===== src/dpcfg_consts.svh =====
// Offsets, field positions and reset values of the datapath config registers
// Assumes 8-bit registers on the device's own register access port
`ifndef DPCFG_CONSTS_SVH
`define DPCFG_CONSTS_SVH
`define OFS_DATAPATH 8'h28
`define OFS_AUDIO_CTL 8'h2B
`define OFS_PCLK_TEST 8'h2E
`define OFS_DUAL_RX 8'h34
`define DP_HOLD 7
`define DP_VIDOFF 5
`define DP_DUAL 4
`define DP_ALT 3
`define DP_AUDOFF 2
`define DP_SYNC 1
`define DP_SURR 0
`define DP_WMASK 8'hEF
`define AU_OVR 3
`define AU_UND 2
`define AU_CLR 1
`define AU_EDGE 0
`define AU_WMASK 8'hF1
`define PT_EXT 7
`define DR_LOCKM 6
`define DR_RAW 5
`define DR_MODE_HI 4
`define DR_MODE_LO 3
`define DR_P1 1
`define DR_P0 0
`define DR_WMASK 8'h7F
`define RST_DATAPATH 8'h00
`define RST_AUDIO 8'h00
`define RST_PCLK 8'h00
`define RST_DUAL_RX 8'h01
`endif


===== src/dpcfg_pkg.sv =====
// Types shared by the datapath config block
// Assumes the constants header for field positions
package dpcfg_pkg;
   typedef enum logic [1:0] {
      MODE_AUTO = 2'h0,
      MODE_DUAL = 2'h1,
      MODE_PRI = 2'h2,
      MODE_SEC = 2'h3
   } link_mode_t;
endpackage


===== src/dp_port_if.sv =====
// Carrier between the register bank and one per-port datapath register
// Assumes one instance per receive port
`timescale 1ns/1ps
interface dp_port_if;
   logic wr_en;
   logic [7:0] wdata;
   logic fc_load;
   logic [7:0] fc_data;
   logic [7:0] value;
   modport owner (input wr_en, input wdata, input fc_load, input fc_data, output value);
   modport ctrl (output wr_en, output wdata, output fc_load, output fc_data, input value);
endinterface


===== src/dp_port_reg.sv =====
// One receive port's copy of the datapath control register
// Assumes forward channel loads arrive as one-cycle strobes with data
`timescale 1ns/1ps
`include "dpcfg_consts.svh"
module dp_port_reg (
   // Clock and reset
   input wire logic clk_sys,
   input wire logic rst_n,
   // Register traffic
   dp_port_if.owner p
);
   logic [7:0] value_r;
   logic [7:0] value_nxt;

   // ----------------------------------------
   // Next value
   // ----------------------------------------
   always_comb begin
      value_nxt = value_r;
      if (p.fc_load && !value_r[`DP_HOLD]) begin
         value_nxt = {value_r[`DP_HOLD], p.fc_data[6:0]}; // RULE_09 RULE_21
      end else if (p.fc_load) begin
         value_nxt[`DP_DUAL] = p.fc_data[`DP_DUAL]; // RULE_02 RULE_03
      end
      // Lane flag is outside the write mask
      if (p.wr_en) begin
         value_nxt = (p.wdata & `DP_WMASK) | (value_nxt & ~`DP_WMASK); // RULE_03
      end
   end

   always_ff @(posedge clk_sys) begin
      if (!rst_n) begin
         value_r <= `RST_DATAPATH;
      end else begin
         value_r <= value_nxt;
      end
   end

   assign p.value = value_r;
endmodule


===== src/link_datapath_config_regs.sv =====
// Datapath configuration and status registers of the receive side
// Assumes a register access port fed by the I2C target, inputs synchronous to clk_sys
// Operation
// RULE_01: Bit 5 reports video off; control channel and gpio stay alive.
// RULE_02: Hold bit freezes the video off flag against forward channel updates.
// RULE_03: Bit 4 dual link flag is read-only, loaded only from forward channel.
// RULE_04: Auto-detect input mode uses the dual link flag for data recovery.
// RULE_05: Alternate route puts word clock on gpio one, data on gpio zero.
// RULE_06: Bit 2 set disables serial audio output.
// RULE_07: Bit 1 set means forward video carries syncs and data enable.
// RULE_08: Bit 0 enables surround serial audio.
// RULE_09: Datapath control values come from the remote serializer.
// RULE_10: Audio control bits 3 and 2 show fifo overrun and underrun.
// RULE_11: Writing 1 to audio control bit 1 clears fifo errors.
// RULE_12: Audio control bit 0 picks rising or falling strobe edge.
// RULE_13: Test register bit 7 takes pixel clock from test clock input.
// RULE_14: Lock mode 0 reports lock only while active video arrives.
// RULE_15: Lock mode 1 reports lock whenever linked to a serializer.
// RULE_16: Raw back channel passes aux gpio zero straight to serializer.
// RULE_17: Two-bit input mode: auto, dual, primary single, secondary single.
// RULE_18: Secondary select routes writes and reads to port one registers.
// RULE_19: Software clears secondary select before reading port zero.
// RULE_20: Primary select resets to 1; secondary select wins on reads.
// RULE_21: Hold bit blocks forward channel loading of datapath control; the code still loads bit 4, the dual link flag, under hold.
// RULE_22: Fifo error flags stay set until software clears them.
`timescale 1ns/1ps
`include "dpcfg_consts.svh"
module link_datapath_config_regs #(
   parameter int DATA_W = 8
) (
   // Clock and reset
   input wire logic clk_sys,
   input wire logic rst_n,
   // Register access port
   input wire logic reg_wr,
   input wire logic reg_rd,
   input wire logic [7:0] reg_addr,
   input wire logic [DATA_W-1:0] reg_wdata,
   output logic [DATA_W-1:0] reg_rdata,
   output logic reg_rvalid,
   // Forward channel, one per receive port
   input wire logic fc_load0,
   input wire logic [7:0] fc_data0,
   input wire logic fc_load1,
   input wire logic [7:0] fc_data1,
   // Audio fifo
   input wire logic fifo_overrun,
   input wire logic fifo_underrun,
   output logic fifo_err_clear,
   // Audio pins
   input wire logic audio_word_clk,
   input wire logic audio_data,
   input wire logic gpio_pin_zero_func,
   input wire logic gpio_pin_zero_func_oe_n,
   input wire logic gpio_pin_one_func,
   input wire logic gpio_pin_one_func_oe_n,
   output logic gpio_pin_zero_o,
   output logic gpio_pin_zero_oe_n,
   output logic gpio_pin_one_o,
   output logic gpio_pin_one_oe_n,
   output logic audio_out_en,
   output logic audio_surround_en,
   output logic audio_strobe_rising,
   // Video and clocking
   output logic video_off,
   output logic sync_in_forward_video,
   output logic pclk_from_test_clock,
   output logic rx_dual_link,
   output logic rx_use_secondary,
   // Lock
   input wire logic linked,
   output logic rx_lock,
   // Secondary back channel
   input wire logic aux_gpio_zero,
   input wire logic bc_filtered,
   output logic bc_aux_bit,
   output logic bc_raw_mode
);

   // ----------------------------------------
   // Parameter check
   // ----------------------------------------
   if (DATA_W != 8) begin : g_bad_width
      $error("register width must be 8");
   end

   // ----------------------------------------
   // Storage
   // ----------------------------------------
   logic [7:0] audio_r;
   logic [7:0] pclk_r;
   logic [7:0] dual_r;
   logic ovr_r;
   logic und_r;
   logic [7:0] v0;
   logic [7:0] v1;
   logic [7:0] dp;
   logic wr_audio;
   logic wr_pclk;
   logic wr_dual;
   logic wr_dp;
   logic err_clr;
   logic rx_dual_nxt;
   logic [7:0] rdata_nxt;
   dpcfg_pkg::link_mode_t mode;

   dp_port_if p0_if ();
   dp_port_if p1_if ();

   // ----------------------------------------
   // Address decode
   // ----------------------------------------
   assign wr_audio = reg_wr && (reg_addr == `OFS_AUDIO_CTL);
   assign wr_pclk = reg_wr && (reg_addr == `OFS_PCLK_TEST);
   assign wr_dual = reg_wr && (reg_addr == `OFS_DUAL_RX);
   assign wr_dp = reg_wr && (reg_addr == `OFS_DATAPATH);
   assign err_clr = wr_audio && reg_wdata[`AU_CLR]; // RULE_11

   // ----------------------------------------
   // Per-port datapath registers
   // ----------------------------------------
   // Each port copy is written only when its select bit is set
   assign p0_if.wr_en = wr_dp && dual_r[`DR_P0]; // RULE_20
   assign p1_if.wr_en = wr_dp && dual_r[`DR_P1]; // RULE_18
   assign p0_if.wdata = reg_wdata;
   assign p1_if.wdata = reg_wdata;
   assign p0_if.fc_load = fc_load0;
   assign p0_if.fc_data = fc_data0;
   assign p1_if.fc_load = fc_load1;
   assign p1_if.fc_data = fc_data1;
   assign v0 = p0_if.value;
   assign v1 = p1_if.value;

   dp_port_reg u_port0 (
      .clk_sys (clk_sys),
      .rst_n (rst_n),
      .p (p0_if.owner)
   );

   dp_port_reg u_port1 (
      .clk_sys (clk_sys),
      .rst_n (rst_n),
      .p (p1_if.owner)
   );

   // ----------------------------------------
   // Shared registers
   // ----------------------------------------
   always_ff @(posedge clk_sys) begin
      if (!rst_n) begin
         audio_r <= `RST_AUDIO;
      end else if (wr_audio) begin
         audio_r <= reg_wdata & `AU_WMASK; // RULE_12
      end
   end

   always_ff @(posedge clk_sys) begin
      if (!rst_n) begin
         pclk_r <= `RST_PCLK;
      end else if (wr_pclk) begin
         pclk_r <= reg_wdata;
      end
   end

   always_ff @(posedge clk_sys) begin
      if (!rst_n) begin
         dual_r <= `RST_DUAL_RX; // RULE_20
      end else if (wr_dual) begin
         dual_r <= reg_wdata & `DR_WMASK;
      end
   end

   // ----------------------------------------
   // Fifo error flags
   // ----------------------------------------
   // A new error in the clearing cycle is kept, so none is lost
   always_ff @(posedge clk_sys) begin
      if (!rst_n) begin
         ovr_r <= 1'b0;
         und_r <= 1'b0;
         fifo_err_clear <= 1'b0;
      end else begin
         ovr_r <= (ovr_r && !err_clr) || fifo_overrun; // RULE_22
         und_r <= (und_r && !err_clr) || fifo_underrun; // RULE_22
         fifo_err_clear <= err_clr; // RULE_11
      end
   end

   // ----------------------------------------
   // Read path
   // ----------------------------------------
   always_comb begin
      case (reg_addr)
         `OFS_DATAPATH: begin
            rdata_nxt = dual_r[`DR_P1] ? v1 : v0; // RULE_18 RULE_20
         end
         `OFS_AUDIO_CTL: begin
            rdata_nxt = {audio_r[7:4], ovr_r, und_r, 1'b0, audio_r[`AU_EDGE]}; // RULE_10
         end
         `OFS_PCLK_TEST: begin
            rdata_nxt = pclk_r;
         end
         `OFS_DUAL_RX: begin
            rdata_nxt = dual_r;
         end
         default: begin
            rdata_nxt = 8'h00;
         end
      endcase
   end

   always_ff @(posedge clk_sys) begin
      if (!rst_n) begin
         reg_rdata <= 8'h00;
         reg_rvalid <= 1'b0;
      end else begin
         reg_rvalid <= reg_rd;
         if (reg_rd) begin
            reg_rdata <= rdata_nxt;
         end
      end
   end

   // ----------------------------------------
   // Receive mode and active port
   // ----------------------------------------
   assign mode = dpcfg_pkg::link_mode_t'(dual_r[`DR_MODE_HI:`DR_MODE_LO]);
   // The secondary copy steers the datapath only when it alone carries the link
   assign dp = (mode == dpcfg_pkg::MODE_SEC) ? v1 : v0;

   always_comb begin
      case (mode)
         dpcfg_pkg::MODE_AUTO: begin
            rx_dual_nxt = dp[`DP_DUAL]; // RULE_04
         end
         dpcfg_pkg::MODE_DUAL: begin
            rx_dual_nxt = 1'b1; // RULE_17
         end
         default: begin
            rx_dual_nxt = 1'b0; // RULE_17
         end
      endcase
   end

   // ----------------------------------------
   // Registered outputs
   // ----------------------------------------
   always_ff @(posedge clk_sys) begin
      if (!rst_n) begin
         video_off <= 1'b0;
         sync_in_forward_video <= 1'b0;
         audio_out_en <= 1'b0;
         audio_surround_en <= 1'b0;
         audio_strobe_rising <= 1'b0;
         pclk_from_test_clock <= 1'b0;
         rx_dual_link <= 1'b0;
         rx_use_secondary <= 1'b0;
         rx_lock <= 1'b0;
      end else begin
         video_off <= dp[`DP_VIDOFF]; // RULE_01
         sync_in_forward_video <= dp[`DP_SYNC]; // RULE_07
         audio_out_en <= !dp[`DP_AUDOFF]; // RULE_06
         audio_surround_en <= dp[`DP_SURR]; // RULE_08
         audio_strobe_rising <= audio_r[`AU_EDGE]; // RULE_12
         pclk_from_test_clock <= pclk_r[`PT_EXT]; // RULE_13
         rx_dual_link <= rx_dual_nxt; // RULE_04
         rx_use_secondary <= (mode == dpcfg_pkg::MODE_SEC); // RULE_17
         // Lock mode 1 lets the control channel be seen as up without video
         rx_lock <= linked && (dual_r[`DR_LOCKM] || !dp[`DP_VIDOFF]); // RULE_14 RULE_15
      end
   end

   // ----------------------------------------
   // Pins: audio route and back channel
   // ----------------------------------------
   always_ff @(posedge clk_sys) begin
      if (!rst_n) begin
         gpio_pin_zero_o <= 1'b0;
         gpio_pin_zero_oe_n <= 1'b1;
         gpio_pin_one_o <= 1'b0;
         gpio_pin_one_oe_n <= 1'b1;
      end else if (dp[`DP_ALT]) begin
         gpio_pin_zero_o <= audio_data; // RULE_05
         gpio_pin_zero_oe_n <= 1'b0;
         gpio_pin_one_o <= audio_word_clk; // RULE_05
         gpio_pin_one_oe_n <= 1'b0;
      end else begin
         gpio_pin_zero_o <= gpio_pin_zero_func;
         gpio_pin_zero_oe_n <= gpio_pin_zero_func_oe_n;
         gpio_pin_one_o <= gpio_pin_one_func;
         gpio_pin_one_oe_n <= gpio_pin_one_func_oe_n;
      end
   end

   // Raw mode skips the filter, so glitches on the pin reach the far end
   always_ff @(posedge clk_sys) begin
      if (!rst_n) begin
         bc_aux_bit <= 1'b0;
         bc_raw_mode <= 1'b0;
      end else begin
         bc_aux_bit <= dual_r[`DR_RAW] ? aux_gpio_zero : bc_filtered; // RULE_16
         bc_raw_mode <= dual_r[`DR_RAW]; // RULE_16
      end
   end
endmodule


===== config.mk =====
export PLATFORM = sky130hd
export DESIGN_NAME = link_datapath_config_regs
export DESIGN_NICKNAME = d
export VERILOG_FILES = /design/src/dpcfg_pkg.sv /design/src/dp_port_if.sv /design/src/dp_port_reg.sv /design/src/link_datapath_config_regs.sv
export VERILOG_INCLUDE_DIRS = /design/src
export SDC_FILE = /design/constraint.sdc
export NUM_CORES = 1
export LEC_CHECK = 0
export BUFFER_PORTS_ARGS = -buffer_cell sky130_fd_sc_hd__buf_2
export CAP_MARGIN = 20
export CORE_ASPECT_RATIO = 0.9
export CORE_MARGIN = 2
export CORE_UTILIZATION = 35
export CTS_CLUSTER_DIAMETER = 100
export DETAILED_ROUTE_END_ITERATION = 8
export PLACE_DENSITY_LB_ADDON = 0.12
export SLEW_MARGIN = 20
export SYNTH_ARGS = -nofsm -noshare
export SYNTH_HDL_FRONTEND = slang
export SYNTH_SLANG_ARGS = --single-unit
export TNS_END_PERCENT = 5

===== constraint.sdc =====
create_clock -name clk_sys -period 4 [get_ports clk_sys]
set_input_delay 0.4 -clock clk_sys [delete_from_list [all_inputs] [get_ports clk_sys]]
set_output_delay 0.4 -clock clk_sys [all_outputs]
set_load 0.02 [all_outputs]

# [Word-level counts from Yosys, hierarchy flattened]
# Cells that the tools add are included.
[word_totals] ramBits=0 mem_count=0 output_inout_bits=25 reg_bits=63 inputBits=49 word_cells=79 mem_bits_ro=0 latchBits=0
[op_classes] n_lt_le_gt_ge=0 n_mux=19 addsub=0 eq_ne=6 n_div=0 shifts=0 n_reduce_logical=23 bitwise=2 n_mul=0
[ops] cell="$eq 8x6->1 const B" n=4
[ops] cell="$pmux 8 s4" n=1
[ops] cell="$mux 8" n=3
[ops] cell="$or 8x5->8" n=2
[ops] cell="$logic_and 1x1->1" n=12
[ops] cell="$mux 1" n=9
[ops] cell="$mux 4" n=2
[ops] cell="$mux 6" n=1
[ops] cell="$logic_not 1->1" n=5
[ops] cell="$mux 2" n=2
[ops] cell="$reduce_bool 2->1" n=2
[ops] cell="$logic_or 1x1->1" n=3
[ops] cell="$eq 2x1->1 const B" n=1
[ops] cell="$eq 2x2->1 const B" n=1
[ops] cell="$logic_not 2->1" n=1
[ops] cell="$pmux 1 s2" n=1

# [Logic depth before layout (Yosys ltp)]
# Gate-level depths: netlist of run 1.
[depth] ltp_word=6 ltp_mapped=6 mapped_depth_nobuf=4

# [By module]
# From an unflattened synthesis of run 1, not the netlist that was laid out.
[hier_totals] cells_unflattened=283 hier_area_um2=2816.5
[by_module_without_submodules] mod="link_datapath_config_regs" cells_each=215 area_each_um2=2123.3 seq_area_each_um2=940.9 instances=1
[by_module_without_submodules] mod="dp_port_reg" cells_each=34 area_each_um2=346.6 seq_area_each_um2=160.2 instances=2

# [Worst setup path after synthesis of run 1]
# OpenSTA, ideal clock, no wires.
[synth_timing] kind="in2reg" from="input port reg_addr[7]" to="register dual_r[0]" path_buffers=1 slack_ps=2296 required_time_ps=3864 t_arrival_ps=1568 path_stages=5 setup_ps=136 path_cell_list="or3b_4 > or4b_1 > buf_2 > nand2_1 > nand3_1"
[synth_via] elab_chain_len=2
[synth_rtl] element="start: declaration" line_no="link_datapath_config_regs.sv:37" text="input wire logic [7:0] reg_addr,"
[synth_rtl] element="$eq 8x6->1"
[synth_rtl] element="$logic_and 1x1->1" line_no="link_datapath_config_regs.sv:115" text="assign wr_dual = reg_wr && (reg_addr == `OFS_DUAL_RX);"
[synth_rtl] element="end signal: assignment" line_no="link_datapath_config_regs.sv:167" text="dual_r <= `RST_DUAL_RX;"
[synth_rtl] element="end signal: assignment" line_no="link_datapath_config_regs.sv:169" text="dual_r <= reg_wdata & `DR_WMASK;"
[synth_rtl] element="end: declaration" line_no="link_datapath_config_regs.sv:92" text="logic [7:0] dual_r;"
# No other way between the ends.
# A chain may end at the register's enable or synchronous reset.

# [Worst setup path in the final report of run 1]
[layout_timing] from="register dual_r[1]" to="register u_port1.value_r[7], in the netlist u_port1.p.value[7]"
[layout_via] elab_chain_len=1
[layout_rtl] element="$logic_and 1x1->1" line_no="link_datapath_config_regs.sv:124" text="assign p1_if.wr_en = wr_dp && dual_r[`DR_P1];"
[layout_rtl] element="end signal: assignment" line_no="dp_port_reg.sv:33" text="value_r <= `RST_DATAPATH;"
[layout_rtl] element="end signal: assignment" line_no="dp_port_reg.sv:35" text="value_r <= value_nxt;"
[layout_rtl] element="end: declaration" line_no="dp_port_reg.sv:12" text="logic [7:0] value_r;"
# No other way between the ends.

==> reports/results.env, run 1 <==
GRT_OVERFLOW_TOTAL=0
WORST_HOLD_PATH.NUM_CELLS=3
ACHIEVABLE-FREQUENCY_GHz=0.484
DRT-PASS1-ITER-COUNT=4
VIAS=2477
FP.DIEW_UM=99.4
OUTCOME='completed'
MIN_PERIOD_NS=2.06
CLOCK_TREE.BUFFER_DEPTH=2
FILL_COUNT=833
CTS_HTREE_LEVELS=3
HOLDWS_NS=0.240
YOSYS_REGISTER_BITS=63
ASYNC_SET_RESET_FLOP_SHARE_OUT_OF_SYNTHESIS=0
P_CLK_FRAC=0.415
WORST_HOLD_STARTPOINT='gpio_pin_one_func_oe_n'
SETUP.WORST_PATH.START_CLASS='register'
P_SW_FRAC=0.241
SYNTHESIS.NETS=363
CTS_BUFFERS=9
GRT_START_MAX_NET_PINS=34
R2R-END='u_port1.p.value[7]'
INTERNAL_PORTION_OF_TOTAL_POWER_mW=1.02
CTS_TREE='built'
BUFFER_COUNT_FROM_POST_CTS_SETUP_FIXING=0
WORST_R2R_PATH_DEPTH=3
LEADING_CELL_TYPE_IN_THE_LAYOUT_FILL_AND_TAPS_EXCLUDED='buf_2'
WORST_HOLD_PATH_TYPE='in -> reg'
DRT.ANTENNA.VIOLATING_NETS=0
GRT_SETUP_UNREPAIRED='no'
CLK-INSERTION-DELAY-LATE_NS=0.34
TIMING.CLOCK.SKEW_NS=0.00723
FINAL_MAX_SLEW_VIOL_COUNT=0
PEAKVDDDROP_uV=162
GRT_FIRST_PASS_WIRELENGTH_UM=12500
REG2REG_FROM='dual_r[1]'
POWER_PER_CELL_AREA_nW_PER_UM2=384
MOST_FREQUENTLY_USED_FLOP_MASTER_AFTER_SYNTHESIS='dfxtp_1'
DRIVE_GT1_FRAC=0.287
ALL_LAYER_GLOBAL_ROUTING_USAGE=0.180
ROUTE.FINAL.WIRE_LENGTH_UM=7790
NUMBER_OF_ANTENNA_VIOLATIONS_AT_THE_FIRST_CHECK_IN_GLOBAL_ROUTING=0
PORT-BUFFER-COUNT=71
VIAS_IN_THE_FIRST_GLOBAL_ROUTE=2424
FLOORPLAN.CORE_AREA_UM2=7990
POST_SYNTHESIS_AREA_PER_INSTANCE_UM2=9.13
TIMING.MAX_SLEW.REL_SLACK=0.538
FINAL_DESIGN_UTILIZATION=0.437
SYN-CELL-AREA_UM2=2870
SYNTH_SEQUENTIAL_AREA_RATIO=0.440
FINAL_CELL_COUNT_NO_FILL=479
CELLLEAKAGEPOWER_nW=1.61
POST_CTS_RESIZED=0
CTS_HOLD_BUFFERS=0
ANTENNA_DIODE_INSTANCE_COUNT=0
WORST_EP_REQUIRED_TIME_NS=4.24
CRIT_ARRIVAL_NS=2.30
FINALNETCOUNT=425
DRT-VIAS-PER-INSTANCE=5.17
CLK_TRANSITION_REPORTED_PATHS_NS=0.07
GP_CONGESTION=0.784
ROOT_BUFFER='clkbuf_8'
WORSTSETUPENDPOINTTYPE='register'
CLKSINKCOUNT=63
DP_HPWL_UM=5620
DR.FIRST_ITER.DRC_COUNT=140
SETUP.REG_TO_REG.WORST_SLACK_NS=1.94
DRV.MAX_CAP_VIOLATION_COUNT=0
WORST-SETUP-PATH-TYPE='reg -> reg'
SETUP_VIOLATIONS=0
POWER.NET_SWITCHING_mW=0.323
SEQUENTIALPOWERSHARE=0.488
MAX_SLEW.WORST_PIN.SLEW_NS=0.687
FLOORPLAN.DIE_AREA_UM2=8930
LAYOUT.CELLS.MOST_COMMON_LIST='buf_2, dfxtp_1, mux2i_1'
DIE_H_UM=89.9
PLACEMENT_ROWS=31
YOSYS_WARNINGS=0
NUMPLACEDINSTANCES=463
INITIAL_UTILIZATION=0.359
COMBPWRFRAC=0.096
SYNTH.LIB_CELLS_USED.DISTINCT=47
SYN_TO_FINAL_GROWTH_PCT=21.6
FINAL_HOLD_FAILS=0
DRCVIOLATIONCOUNT=0
SYNTHESIZED_INSTANCE_COUNT=314
DETAIL_ROUTE.WL_PER_CELL_UM=16.3
TIMING.HOLD.WORST_ENDPOINT='gpio_pin_one_oe_n'
TOP_LEVEL_PORTS=74
EDFF_COUNT_SYNTH=0
WORSTPATHMAXFANOUT=14
TOTALNEGATIVESETUPSLACK_NS=0
POST-ROUTE-PERIOD-UTIL=0.516
registers in the layout, indices dropped and copies added, names as in the netlist, 5 cells and up, named ones only:
register and cells:
dual_r 7, audio_r 5, reg_rdata 8, u_port1.p.value 7, pclk_r 8, u_port0.p.value 7
critical path: stages (launching register included):
cell and delay, ns:
dfxtp_1 0.69, nor4b_1 0.29, nand4_1 0.53, a31o_2 0.45
cell usage after synthesis (all sizes together) (2+ instances only):
| cell type | instances | share of area |
|---|---|---|
| inv | 5 | 0.0065 |
| and3b | 2 | 0.0061 |
| a22o | 4 | 0.012 |
| o21ai | 14 | 0.026 |
| and2 | 8 | 0.017 |
| mux2 | 12 | 0.047 |
| nor2 | 30 | 0.039 |
| mux2i | 35 | 0.12 |
| buf | 9 | 0.015 |
| nor2b | 7 | 0.015 |
| a31oi | 2 | 0.0044 |
| a211oi | 5 | 0.013 |
| a221oi | 2 | 0.0061 |
| a21oi | 20 | 0.036 |
| nor3 | 4 | 0.011 |
| nand2 | 31 | 0.041 |
| nor3b | 3 | 0.0096 |
| nand3 | 18 | 0.031 |
| dfxtp | 63 | 0.44 |
| nand4 | 4 | 0.015 |
| nand3b | 4 | 0.010 |
| clkbuf | 13 | 0.017 |
| o211ai | 2 | 0.0052 |
worst max path at each step:
stage                 from                 end
3_5_place_dp     dual_r[1]  u_port1.p.value[7]
2_1_floorplan  reg_addr[7]           dual_r[0]
5_1_grt          dual_r[1]  u_port1.p.value[7]
6_report         dual_r[1]  u_port1.p.value[7]
3_3_place_gp     dual_r[1]  u_port1.p.value[7]
4_1_cts          dual_r[1]  u_port1.p.value[7]
routing by layer:
| metal | track usage | vias to the layer above | share of wire |
|---|---|---|---|
| met4 | 0.0616 | 0 | 0.012 |
| met3 | 0.0404 | 10 | 0.051 |
| met2 | 0.282 | 58 | 0.46 |
| met5 | 0 | - | 0 |
| met1 | 0.245 | 1176 | 0.48 |
| li1 | - | 1233 | - |
cell type report:
class	count	area, um2	area share
timing repair buffer	73	390	0.112
sequential	63	1260	0.362
inverter	5	18.8	0.00538
clock buffer	12	155	0.0445
multi-input combinational	224	1500	0.429
clock inverter	3	42.5	0.0122
tap	99	124	0.0355
power by group through the flow:
| stage | registers, mW | clock network [mW] | logic (mW) |
|---|---|---|---|
| 6_report | 0.654 | 0.556 | 0.129 |
| 5_1_grt | 0.656 | 0.595 | 0.143 |
| 4_1_cts | 0.654 | 0.573 | 0.126 |
| 3_5_place_dp | 0.668 | 0 | 0.125 |
| 3_3_place_gp | 0.667 | 0 | 0.124 |
| 2_1_floorplan | 0.674 | 0 | 0.0653 |
cell families (layout without fill, tap and decap cells):
logic type | Yosys count | in the layout | synth area share
and+or+nand+nor | 120 | 120 | 0.223
DFF | 63 | 63 | 0.440
AOI/OAI and AO/OA | 56 | 56 | 0.127
muxes | 47 | 47 | 0.169
buffers and inverters | 27 | 93 | 0.0384
xor gates and xnor gates | 1 | 1 | 0.00305
through the flow:
| step | area, um2 | setup WS [ns] | total power, mW |
|---|---|---|---|
| after floorplan | 2870 | 2.30 | 0.740 |
| after CTS | 3460 | 1.92 | 1.35 |
| after global routing | 3490 | 1.77 | 1.39 |
| after global placement | 3260 | 1.93 | 0.792 |
| final | 3490 | 1.94 | 1.34 |
| after detailed placement | 3260 | 1.91 | 0.793 |
(Power assumes the default switching activity.)
==> inputs of run 2 (changes only) <==
- ABC_AREA: unset -> 1
- clock period: 4 -> 1.65 ns (I/O delays scaled with it)
==> run 2 against run 1 <==
Net effect:
- largest power group unchanged
- largest cell class unchanged
- first-iteration DRC count rose by 19%
- core utilization increased by 0.46 points
- die area grew 1.5%
- critical path type unchanged
==> reports/results.env, run 2 <==
FINAL_DESIGN_UTILIZATION=0.441  # +0.00464
CTS_BUFFERS=9  # unchanged
CLOCK_TREE.BUFFER_DEPTH=2  # unchanged
WORST_EP_REQUIRED_TIME_NS=1.93  # -2.31 ns
WORSTSETUPENDPOINTTYPE='register'
POST_CTS_RESIZED=0  # unchanged
FILL_COUNT=881  # +5.8%
FF_LATCH_AREA_UM2=1260  # unchanged
VIAS=2802  # +13%
CTS_HOLD_BUFFERS=0  # unchanged
REG2REG_FROM='dual_r[4]'
R2R-END='gpio_pin_one_o'
FP.DIEW_UM=100  # +0.75%
OUTCOME='completed'
FINAL_CELL_COUNT_NO_FILL=586  # +22%
SETUP.WORST_PATH.END='gpio_pin_one_o'
YOSYS_WARNINGS=0  # unchanged
ALL_LAYER_GLOBAL_ROUTING_USAGE=0.189  # +0.00912
DRT.ANTENNA.VIOLATING_NETS=0  # unchanged
NETLIST.AREA_LEADER.SHARE=0.433  # -0.00680
SYN_TO_FINAL_GROWTH_PCT=22.2
CLKSINKCOUNT=63  # unchanged
DRCVIOLATIONCOUNT=0  # unchanged
ROOT_BUFFER='clkbuf_8'
FLOORPLAN.DIE_AREA_UM2=9070  # +1.5%
PLACE_AREA_UM2=3370  # +3.3%
NUMBER_OF_ANTENNA_VIOLATIONS_AT_THE_FIRST_CHECK_IN_GLOBAL_ROUTING=0  # unchanged
MAX_SLEW.WORST_PIN.SLEW_NS=0.446  # -0.241 ns
GRT_START_MAX_NET_PINS=23  # -32%
DETAIL_ROUTE.WL_PER_CELL_UM=13.7  # -16%
VIAS_IN_THE_FIRST_GLOBAL_ROUTE=2601  # +7.3%
SYNTH_SEQUENTIAL_AREA_RATIO=0.433  # -0.00680
ASYNC_SET_RESET_FLOP_SHARE_OUT_OF_SYNTHESIS=0  # unchanged
NUMPLACEDINSTANCES=570  # +23%
POST_SYNTH_MAIN_AREA_CONTRIBUTORS='dfxtp_1, nand2_1, nand3_1, o21ai_0, a21oi_1'
WORSTPATHMAXFANOUT=9  # -5
YOSYS_REGISTER_BITS=63  # unchanged
WORSTSETUPSTARTPOINT='dual_r[4]'
POST-ROUTE-PERIOD-UTIL=0.847  # +0.331
CTS_HTREE_LEVELS=3  # unchanged
TOT_PWR_mW=3.23  # +140%
MIN_PERIOD_NS=1.40  # -0.667 ns
SYN-CELL-AREA_UM2=2910  # +1.6%
DRV.MAX_CAP_VIOLATION_COUNT=0  # unchanged
DP_HPWL_UM=5960  # +6.0%
COMBINED_AREA_OF_THE_MULTI_INPUT_LOGIC_CELLS_UM2=1370  # -8.4%
GRT_SETUP_UNREPAIRED='no'
SETUP.WORST_PATH.START_CLASS='register'
SYNTH.LIB_CELLS_USED.DISTINCT=29  # -38%
CELLLEAKAGEPOWER_nW=1.75  # +8.7%
DPL_WORST_SLACK_NS=0.143  # -1.77 ns
POSTLAYOUTSETUPSLACKWORST_NS=0.253  # -1.68 ns
POST_SYNTHESIS_AREA_PER_INSTANCE_UM2=7.17  # -21%
WORST_R2R_PATH_DEPTH=5  # +2
SYNTHESIS.NETS=455  # +25%
WORST_HOLD_PATH_TYPE='in -> reg'
INITIAL_UTILIZATION=0.361  # +0.00213
LEADING_CELL_TYPE_IN_THE_LAYOUT_FILL_AND_TAPS_EXCLUDED='nand2_1'
CTS_TREE='built'
TOTALNEGATIVESETUPSLACK_NS=0  # unchanged
HOLDWS_NS=0.0472  # -0.193 ns
WORST-SETUP-PATH-TYPE='reg -> reg'
FINALNETCOUNT=531  # +25%
PORT-BUFFER-COUNT=71  # unchanged
SYNTHESIZED_INSTANCE_COUNT=406  # +29%
FLOORPLAN.CORE_AREA_UM2=8070  # +0.97%
TIMING.MAX_SLEW.REL_SLACK=0.703  # +0.165
DRT-PASS1-ITER-COUNT=4  # unchanged
DR.FIRST_ITER.DRC_COUNT=166  # +19%
DRIVE_GT1_FRAC=0.246  # -0.0404
YOSYS.CELL_COUNT.TOP_TYPE='nand2_1'
GRT_OVERFLOW_TOTAL=0  # unchanged
GRT_FIRST_PASS_WIRELENGTH_UM=13300  # +6.3%
SETUP.REG_TO_REG.WORST_SLACK_NS=0.25  # -1.68 ns
ROUTE.FINAL.WIRE_LENGTH_UM=8050  # +3.4%
SETUP_VIOLATIONS=0  # unchanged
FINAL_MAX_SLEW_VIOL_COUNT=0  # unchanged
LAYOUT.CELL_AREA.NON_FILLER_UM2=3560  # +2.0%
MOST_FREQUENTLY_USED_FLOP_MASTER_AFTER_SYNTHESIS='dfxtp_1'
SYNTH.LARGEST_AREA_CELL='dfxtp_1'
GP_CONGESTION=0.847  # +8.0%
ANTENNA_DIODE_INSTANCE_COUNT=0  # unchanged
EDFF_COUNT_SYNTH=0  # unchanged
PLACEMENT_ROWS=31  # unchanged
TOP_LEVEL_PORTS=74  # unchanged
CLK_TRANSITION_REPORTED_PATHS_NS=0.07  # about the same
ACHIEVABLE-FREQUENCY_GHz=0.716  # +48%
LAYOUT.CELLS.MOST_COMMON_LIST='nand2_1, buf_2, dfxtp_1'
PEAKVDDDROP_uV=443  # +170%
BUFFER_COUNT_FROM_POST_CTS_SETUP_FIXING=0  # unchanged
SYNTH_TOP_CELLS_BY_COUNT='nand2_1, dfxtp_1, inv_1'
FINAL_HOLD_FAILS=0  # unchanged
DIE_H_UM=90.5  # +0.75%
LARGESTREGISTERS='pclk_r (8), reg_rdata (8)'
TIMING.CLOCK.SKEW_NS=0.00560  # -0.00163 ns
CRIT_ARRIVAL_NS=1.67  # -0.63 ns
POWER_PER_CELL_AREA_nW_PER_UM2=906  # +140%
DRT-VIAS-PER-INSTANCE=4.78  # -7.5%
CLK-INSERTION-DELAY-LATE_NS=0.34  # about the same
[run 2: cell types whose count changed after synthesis, moves of 6 or more]
| cell | before | now |
|---|---|---|
| nand2_1 | 31 | 97 |
| inv_1 | 5 | 42 |
| nor2b_1 | 7 | 0 |
| mux2i_1 | 35 | 0 |
| mux2_2 | 12 | 0 |
| o21ai_0 | 12 | 39 |
| nand3_1 | 18 | 41 |
| nand4_1 | 1 | 7 |
| clkbuf_1 | 13 | 5 |
| and2_1 | 8 | 0 |
| a21oi_1 | 19 | 36 |
[run 2: cell families (layout without fill, tap and decap cells)]
| family | count (synthesis) | count (layout) | share of synthesized area |
|---|---|---|---|
| AND/OR/NAND/NOR | 191 | 191 | 0.314 |
| flip-flops | 63 | 63 | 0.433 |
| AO/OA/AOI/OAI | 87 | 87 | 0.156 |
| buffers and inverters | 65 | 146 | 0.0966 |
[run 2: worst max-delay path, stage by stage, from the launching register on]
cell	delay, ns
dfxtp_1	0.40
nand2_1	0.22
o21ai_0	0.33
buf_4	0.20
o21ai_0	0.07
a21oi_1	0.12
[run 2: layer usage]
| layer | vias up | part of all wire | track usage | wire length, um |
|---|---|---|---|---|
| li1 | 1475 | - | - | - |
| met1 | 1231 | 0.50 | 0.278 | 4050 |
| met2 | 89 | 0.42 | 0.267 | 3350 |
| met3 | 7 | 0.072 | 0.0627 | 580 |
| met4 | 0 | 0.0094 | 0.0445 | 76 |
| met5 | - | 0 | 0 | 0 |
[run 2: report_power, final]
part           leakage [nW]  switching, mW  internal (mW)
registers             0.514         0.0223           1.56
logic                  1.13          0.199          0.115
clock network         0.100          0.593          0.732
total                  1.75          0.814           2.41
[run 2: worst min path at each step]
stage	start	end	slack, ns	cells past startpoint
6_report	fc_data1[4]	register	0.05	3
5_1_grt	fifo_overrun	ovr_r	0.04	3
4_1_cts	aux_gpio_zero	bc_aux_bit	0.03	3
3_5_place_dp	fifo_overrun	ovr_r	0.38	3
3_3_place_gp	fifo_overrun	ovr_r	0.38	3
2_1_floorplan	fifo_overrun	ovr_r	0.28	2
[run 2: cell type report]
class	instances	share of cell area
clock buffers	12	0.0408
clock inverters	4	0.0127
inverters	49	0.0517
multi-input cells	278	0.385
flip-flops and latches	63	0.354
well taps	99	0.0348
repair buffers	81	0.121
==> inputs of run 3 (changes only) <==
- ABC_AREA: 1 -> 0
- clock period: 1.65 -> 1.3 ns (I/O delays scaled with it)
==> run 3 against run 2 <==
Net effect:
- register-to-register slack lost 0.25 ns
- hold slack lost 0.030 ns
- clock skew grew 0.0018 ns
- cell area grew 7.8%
- core utilization grew 3.9 points
- total power grew 27%
- sequential cell count is the same
- die area shrank 1.5%
- critical path type unchanged
- largest cell class unchanged
- largest power group unchanged
==> reports/results.env, run 3 (synthesis results as in run 1) <==
POST-ROUTE-PERIOD-UTIL=0.999  # +0.153
SETUP.WORST_PATH.START_CLASS='register'
GRT_OVERFLOW_TOTAL=0  # unchanged
WORST_HOLD_PATH_TYPE='in -> reg'
DRV.MAX_CAP_VIOLATION_COUNT=0  # unchanged
FF_LATCH_AREA_UM2=1260  # +0.20%
PLACEMENT_ROWS=31  # unchanged
TIMING.HOLD.WORST_ENDPOINT='rx_lock'
CTS_BUFFERS=9  # unchanged
MAX_SLEW.WORST_PIN.SLEW_NS=0.301  # -0.145 ns
INTERNAL_PORTION_OF_TOTAL_POWER_mW=3.11  # +29%
CLOCK_TREE.BUFFER_DEPTH=2  # unchanged
COMBPWRFRAC=0.111  # +0.013
DRT-VIAS-PER-INSTANCE=4.97  # +3.9%
GRT_START_MAX_NET_PINS=23  # unchanged
FINAL_DESIGN_UTILIZATION=0.480  # +0.0389
WORST_HOLD_PATH.NUM_CELLS=2  # -1
WORSTSETUPENDPOINTTYPE='register'
COMBINED_AREA_OF_THE_MULTI_INPUT_LOGIC_CELLS_UM2=1520  # +11%
GRT_FIRST_PASS_WIRELENGTH_UM=12500  # -6.3%
DRCVIOLATIONCOUNT=0  # unchanged
FINALNETCOUNT=468  # -12%
LARGESTREGISTERS='pclk_r (8), reg_rdata (8)'
CLK_TRANSITION_REPORTED_PATHS_NS=0.07  # about the same
WORST_R2R_PATH_DEPTH=5  # unchanged
FILL_COUNT=795  # -9.8%
INITIAL_UTILIZATION=0.359  # -0.00213
LAYOUT.CELLS.MOST_COMMON_LIST='buf_2, dfxtp_1, buf_4'
ROOT_BUFFER='clkbuf_8'
DP_HPWL_UM=6160  # +3.4%
SETUP.REG_TO_REG.WORST_SLACK_NS=0.001  # -0.25 ns
DETAIL_ROUTE.WL_PER_CELL_UM=15.3  # +11%
CLK-INSERTION-DELAY-LATE_NS=0.34  # about the same
FLOORPLAN.DIE_AREA_UM2=8930  # -1.5%
LEADING_CELL_TYPE_IN_THE_LAYOUT_FILL_AND_TAPS_EXCLUDED='buf_2'
DRT.ANTENNA.VIOLATING_NETS=0  # unchanged
CELLLEAKAGEPOWER_nW=1.83  # +4.4%
CRIT_ARRIVAL_NS=1.51  # -0.16 ns
CTS_TREE='built'
DR.FIRST_ITER.DRC_COUNT=102  # -39%
P_SW_FRAC=0.244  # -0.00825
POWER.NET_SWITCHING_mW=1.00  # +23%
MIN_PERIOD_NS=1.30  # -0.0980 ns
DRT-PASS1-ITER-COUNT=4  # unchanged
P_CLK_FRAC=0.400  # -0.011
FLOORPLAN.CORE_AREA_UM2=7990  # -0.96%
SYN_TO_FINAL_GROWTH_PCT=33.8
ANTENNA_DIODE_INSTANCE_COUNT=0  # unchanged
FP.DIEW_UM=99.4  # -0.74%
FINAL_MAX_SLEW_VIOL_COUNT=0  # unchanged
GP_CONGESTION=0.856  # +1.1%
SEQUENTIALPOWERSHARE=0.490  # -0.002
OUTCOME='completed'
TIMING.CLOCK.SKEW_NS=0.00743  # +0.00182 ns
DIE_H_UM=89.9  # -0.74%
ROUTE.FINAL.WIRE_LENGTH_UM=7970  # -1.0%
TOTALNEGATIVESETUPSLACK_NS=0  # unchanged
REG2REG_FROM='dual_r[1]'
SETUP_VIOLATIONS=0  # unchanged
WORST-SETUP-PATH-TYPE='reg -> reg'
R2R-END='reg_rdata[3]'
CLKSINKCOUNT=63  # unchanged
GRT_SETUP_UNREPAIRED='yes'
TOP_LEVEL_PORTS=74  # unchanged
POWER_PER_CELL_AREA_nW_PER_UM2=1070  # +18%
WORST_HOLD_STARTPOINT='linked'
VIAS=2588  # -7.6%
DRIVE_GT1_FRAC=0.372  # +0.126
NUMBER_OF_ANTENNA_VIOLATIONS_AT_THE_FIRST_CHECK_IN_GLOBAL_ROUTING=0  # unchanged
TIMING.MAX_SLEW.REL_SLACK=0.800  # +0.0970
VIAS_IN_THE_FIRST_GLOBAL_ROUTE=2509  # -3.5%
ACHIEVABLE-FREQUENCY_GHz=0.770  # +7.5%
FINAL_HOLD_FAILS=0  # unchanged
PORT-BUFFER-COUNT=71  # unchanged
WORST_EP_REQUIRED_TIME_NS=1.52  # -0.41 ns
ALL_LAYER_GLOBAL_ROUTING_USAGE=0.182  # -0.00712
PEAKVDDDROP_uV=747  # +69%
CTS_HTREE_LEVELS=3  # unchanged
WORSTPATHMAXFANOUT=6  # -3
-- run 3: changes by cell type in the layout (fill, tap and decap cells not counted), moves of 5 or more --
| cell | before | now |
|---|---|---|
| inv_1 | 42 | 5 |
| nand4_1 | 7 | 1 |
| mux2i_1 | 0 | 34 |
| and2_1 | 0 | 8 |
| nand2_1 | 97 | 31 |
| mux2_2 | 0 | 12 |
| inv_2 | 5 | 0 |
| nor2b_1 | 0 | 5 |
| buf_4 | 10 | 40 |
| a21oi_1 | 36 | 19 |
| o21ai_0 | 39 | 9 |
| nand3_1 | 41 | 18 |
-- run 3: final cells by class --
class	instances	share of cell area
Multi-Input combinational cell	224	0.396
Sequential cell	63	0.329
Timing Repair Buffer	116	0.189
Clock buffer	10	0.0359
Tap cell	99	0.0323
Clock inverter	4	0.0124
Inverter	5	0.00489
-- run 3: repair_timing --
item | 4_1_cts | 5_1_grt
endpoints found under the setup margin | 4 | 15
setup buffers | 0 | 1
hold buffers | 2 | 0
gates resized for setup | 4 | 7
pin swaps | 0 | 2
hold endpoints to repair | 2 | 0
-- run 3: worst max path at each step --
stage | from | to | slack, ns | cells after the start
3_3_place_gp | reg_addr[7] | dual_r[0] | -0.30 | 5
5_1_grt | dual_r[1] | reg_rdata[2] | -0.03 | 5
6_report | dual_r[1] | reg_rdata[3] | 0.001 | 5
3_5_place_dp | reg_addr[7] | dual_r[0] | -0.32 | 5
4_1_cts | dual_r[1] | reg_rdata[3] | -0.04 | 5
2_1_floorplan | reg_addr[7] | dual_r[0] | -0.13 | 5
-- run 3: power groups by stage --
stage                     Combinational, mW  Clock (mW)  Sequential (mW)
after detailed placement              0.447           0             2.06
after floorplan                       0.201           0             2.08
after global routing                  0.495        1.78             2.02
after global placement                0.445           0             2.05
after CTS                             0.455        1.69             2.01
final                                 0.456        1.64             2.01
-- run 3: through the flow --
step,worst slack (ns),cells,power (mW),instance area (um2),hold slack (ns)
3_5_place_dp,-0.320,504,2.50,3600,0.328
2_1_floorplan,-0.134,314,2.28,2870,0.237
4_1_cts,-0.0394,520,4.16,3810,0.00343
6_report,0.00111,521,4.11,3840,0.0167
3_3_place_gp,-0.304,504,2.50,3600,0.323
5_1_grt,-0.0298,521,4.29,3840,0.0109
-- run 3: critical path: stages (launching register included) --
cell	delay, ns
dfxtp_2	0.36
buf_6	0.14
mux2i_2	0.23
nor2_1	0.07
o211ai_1	0.29
a221oi_2	0.09
-- run 3: layer usage --
metal	vias to the layer above	wire, um	track usage
li1	1315	-	-
met1	1206	3910	0.249
met2	60	3610	0.286
met5	-	0	0
met3	7	384	0.0505
met4	0	67	0.0445
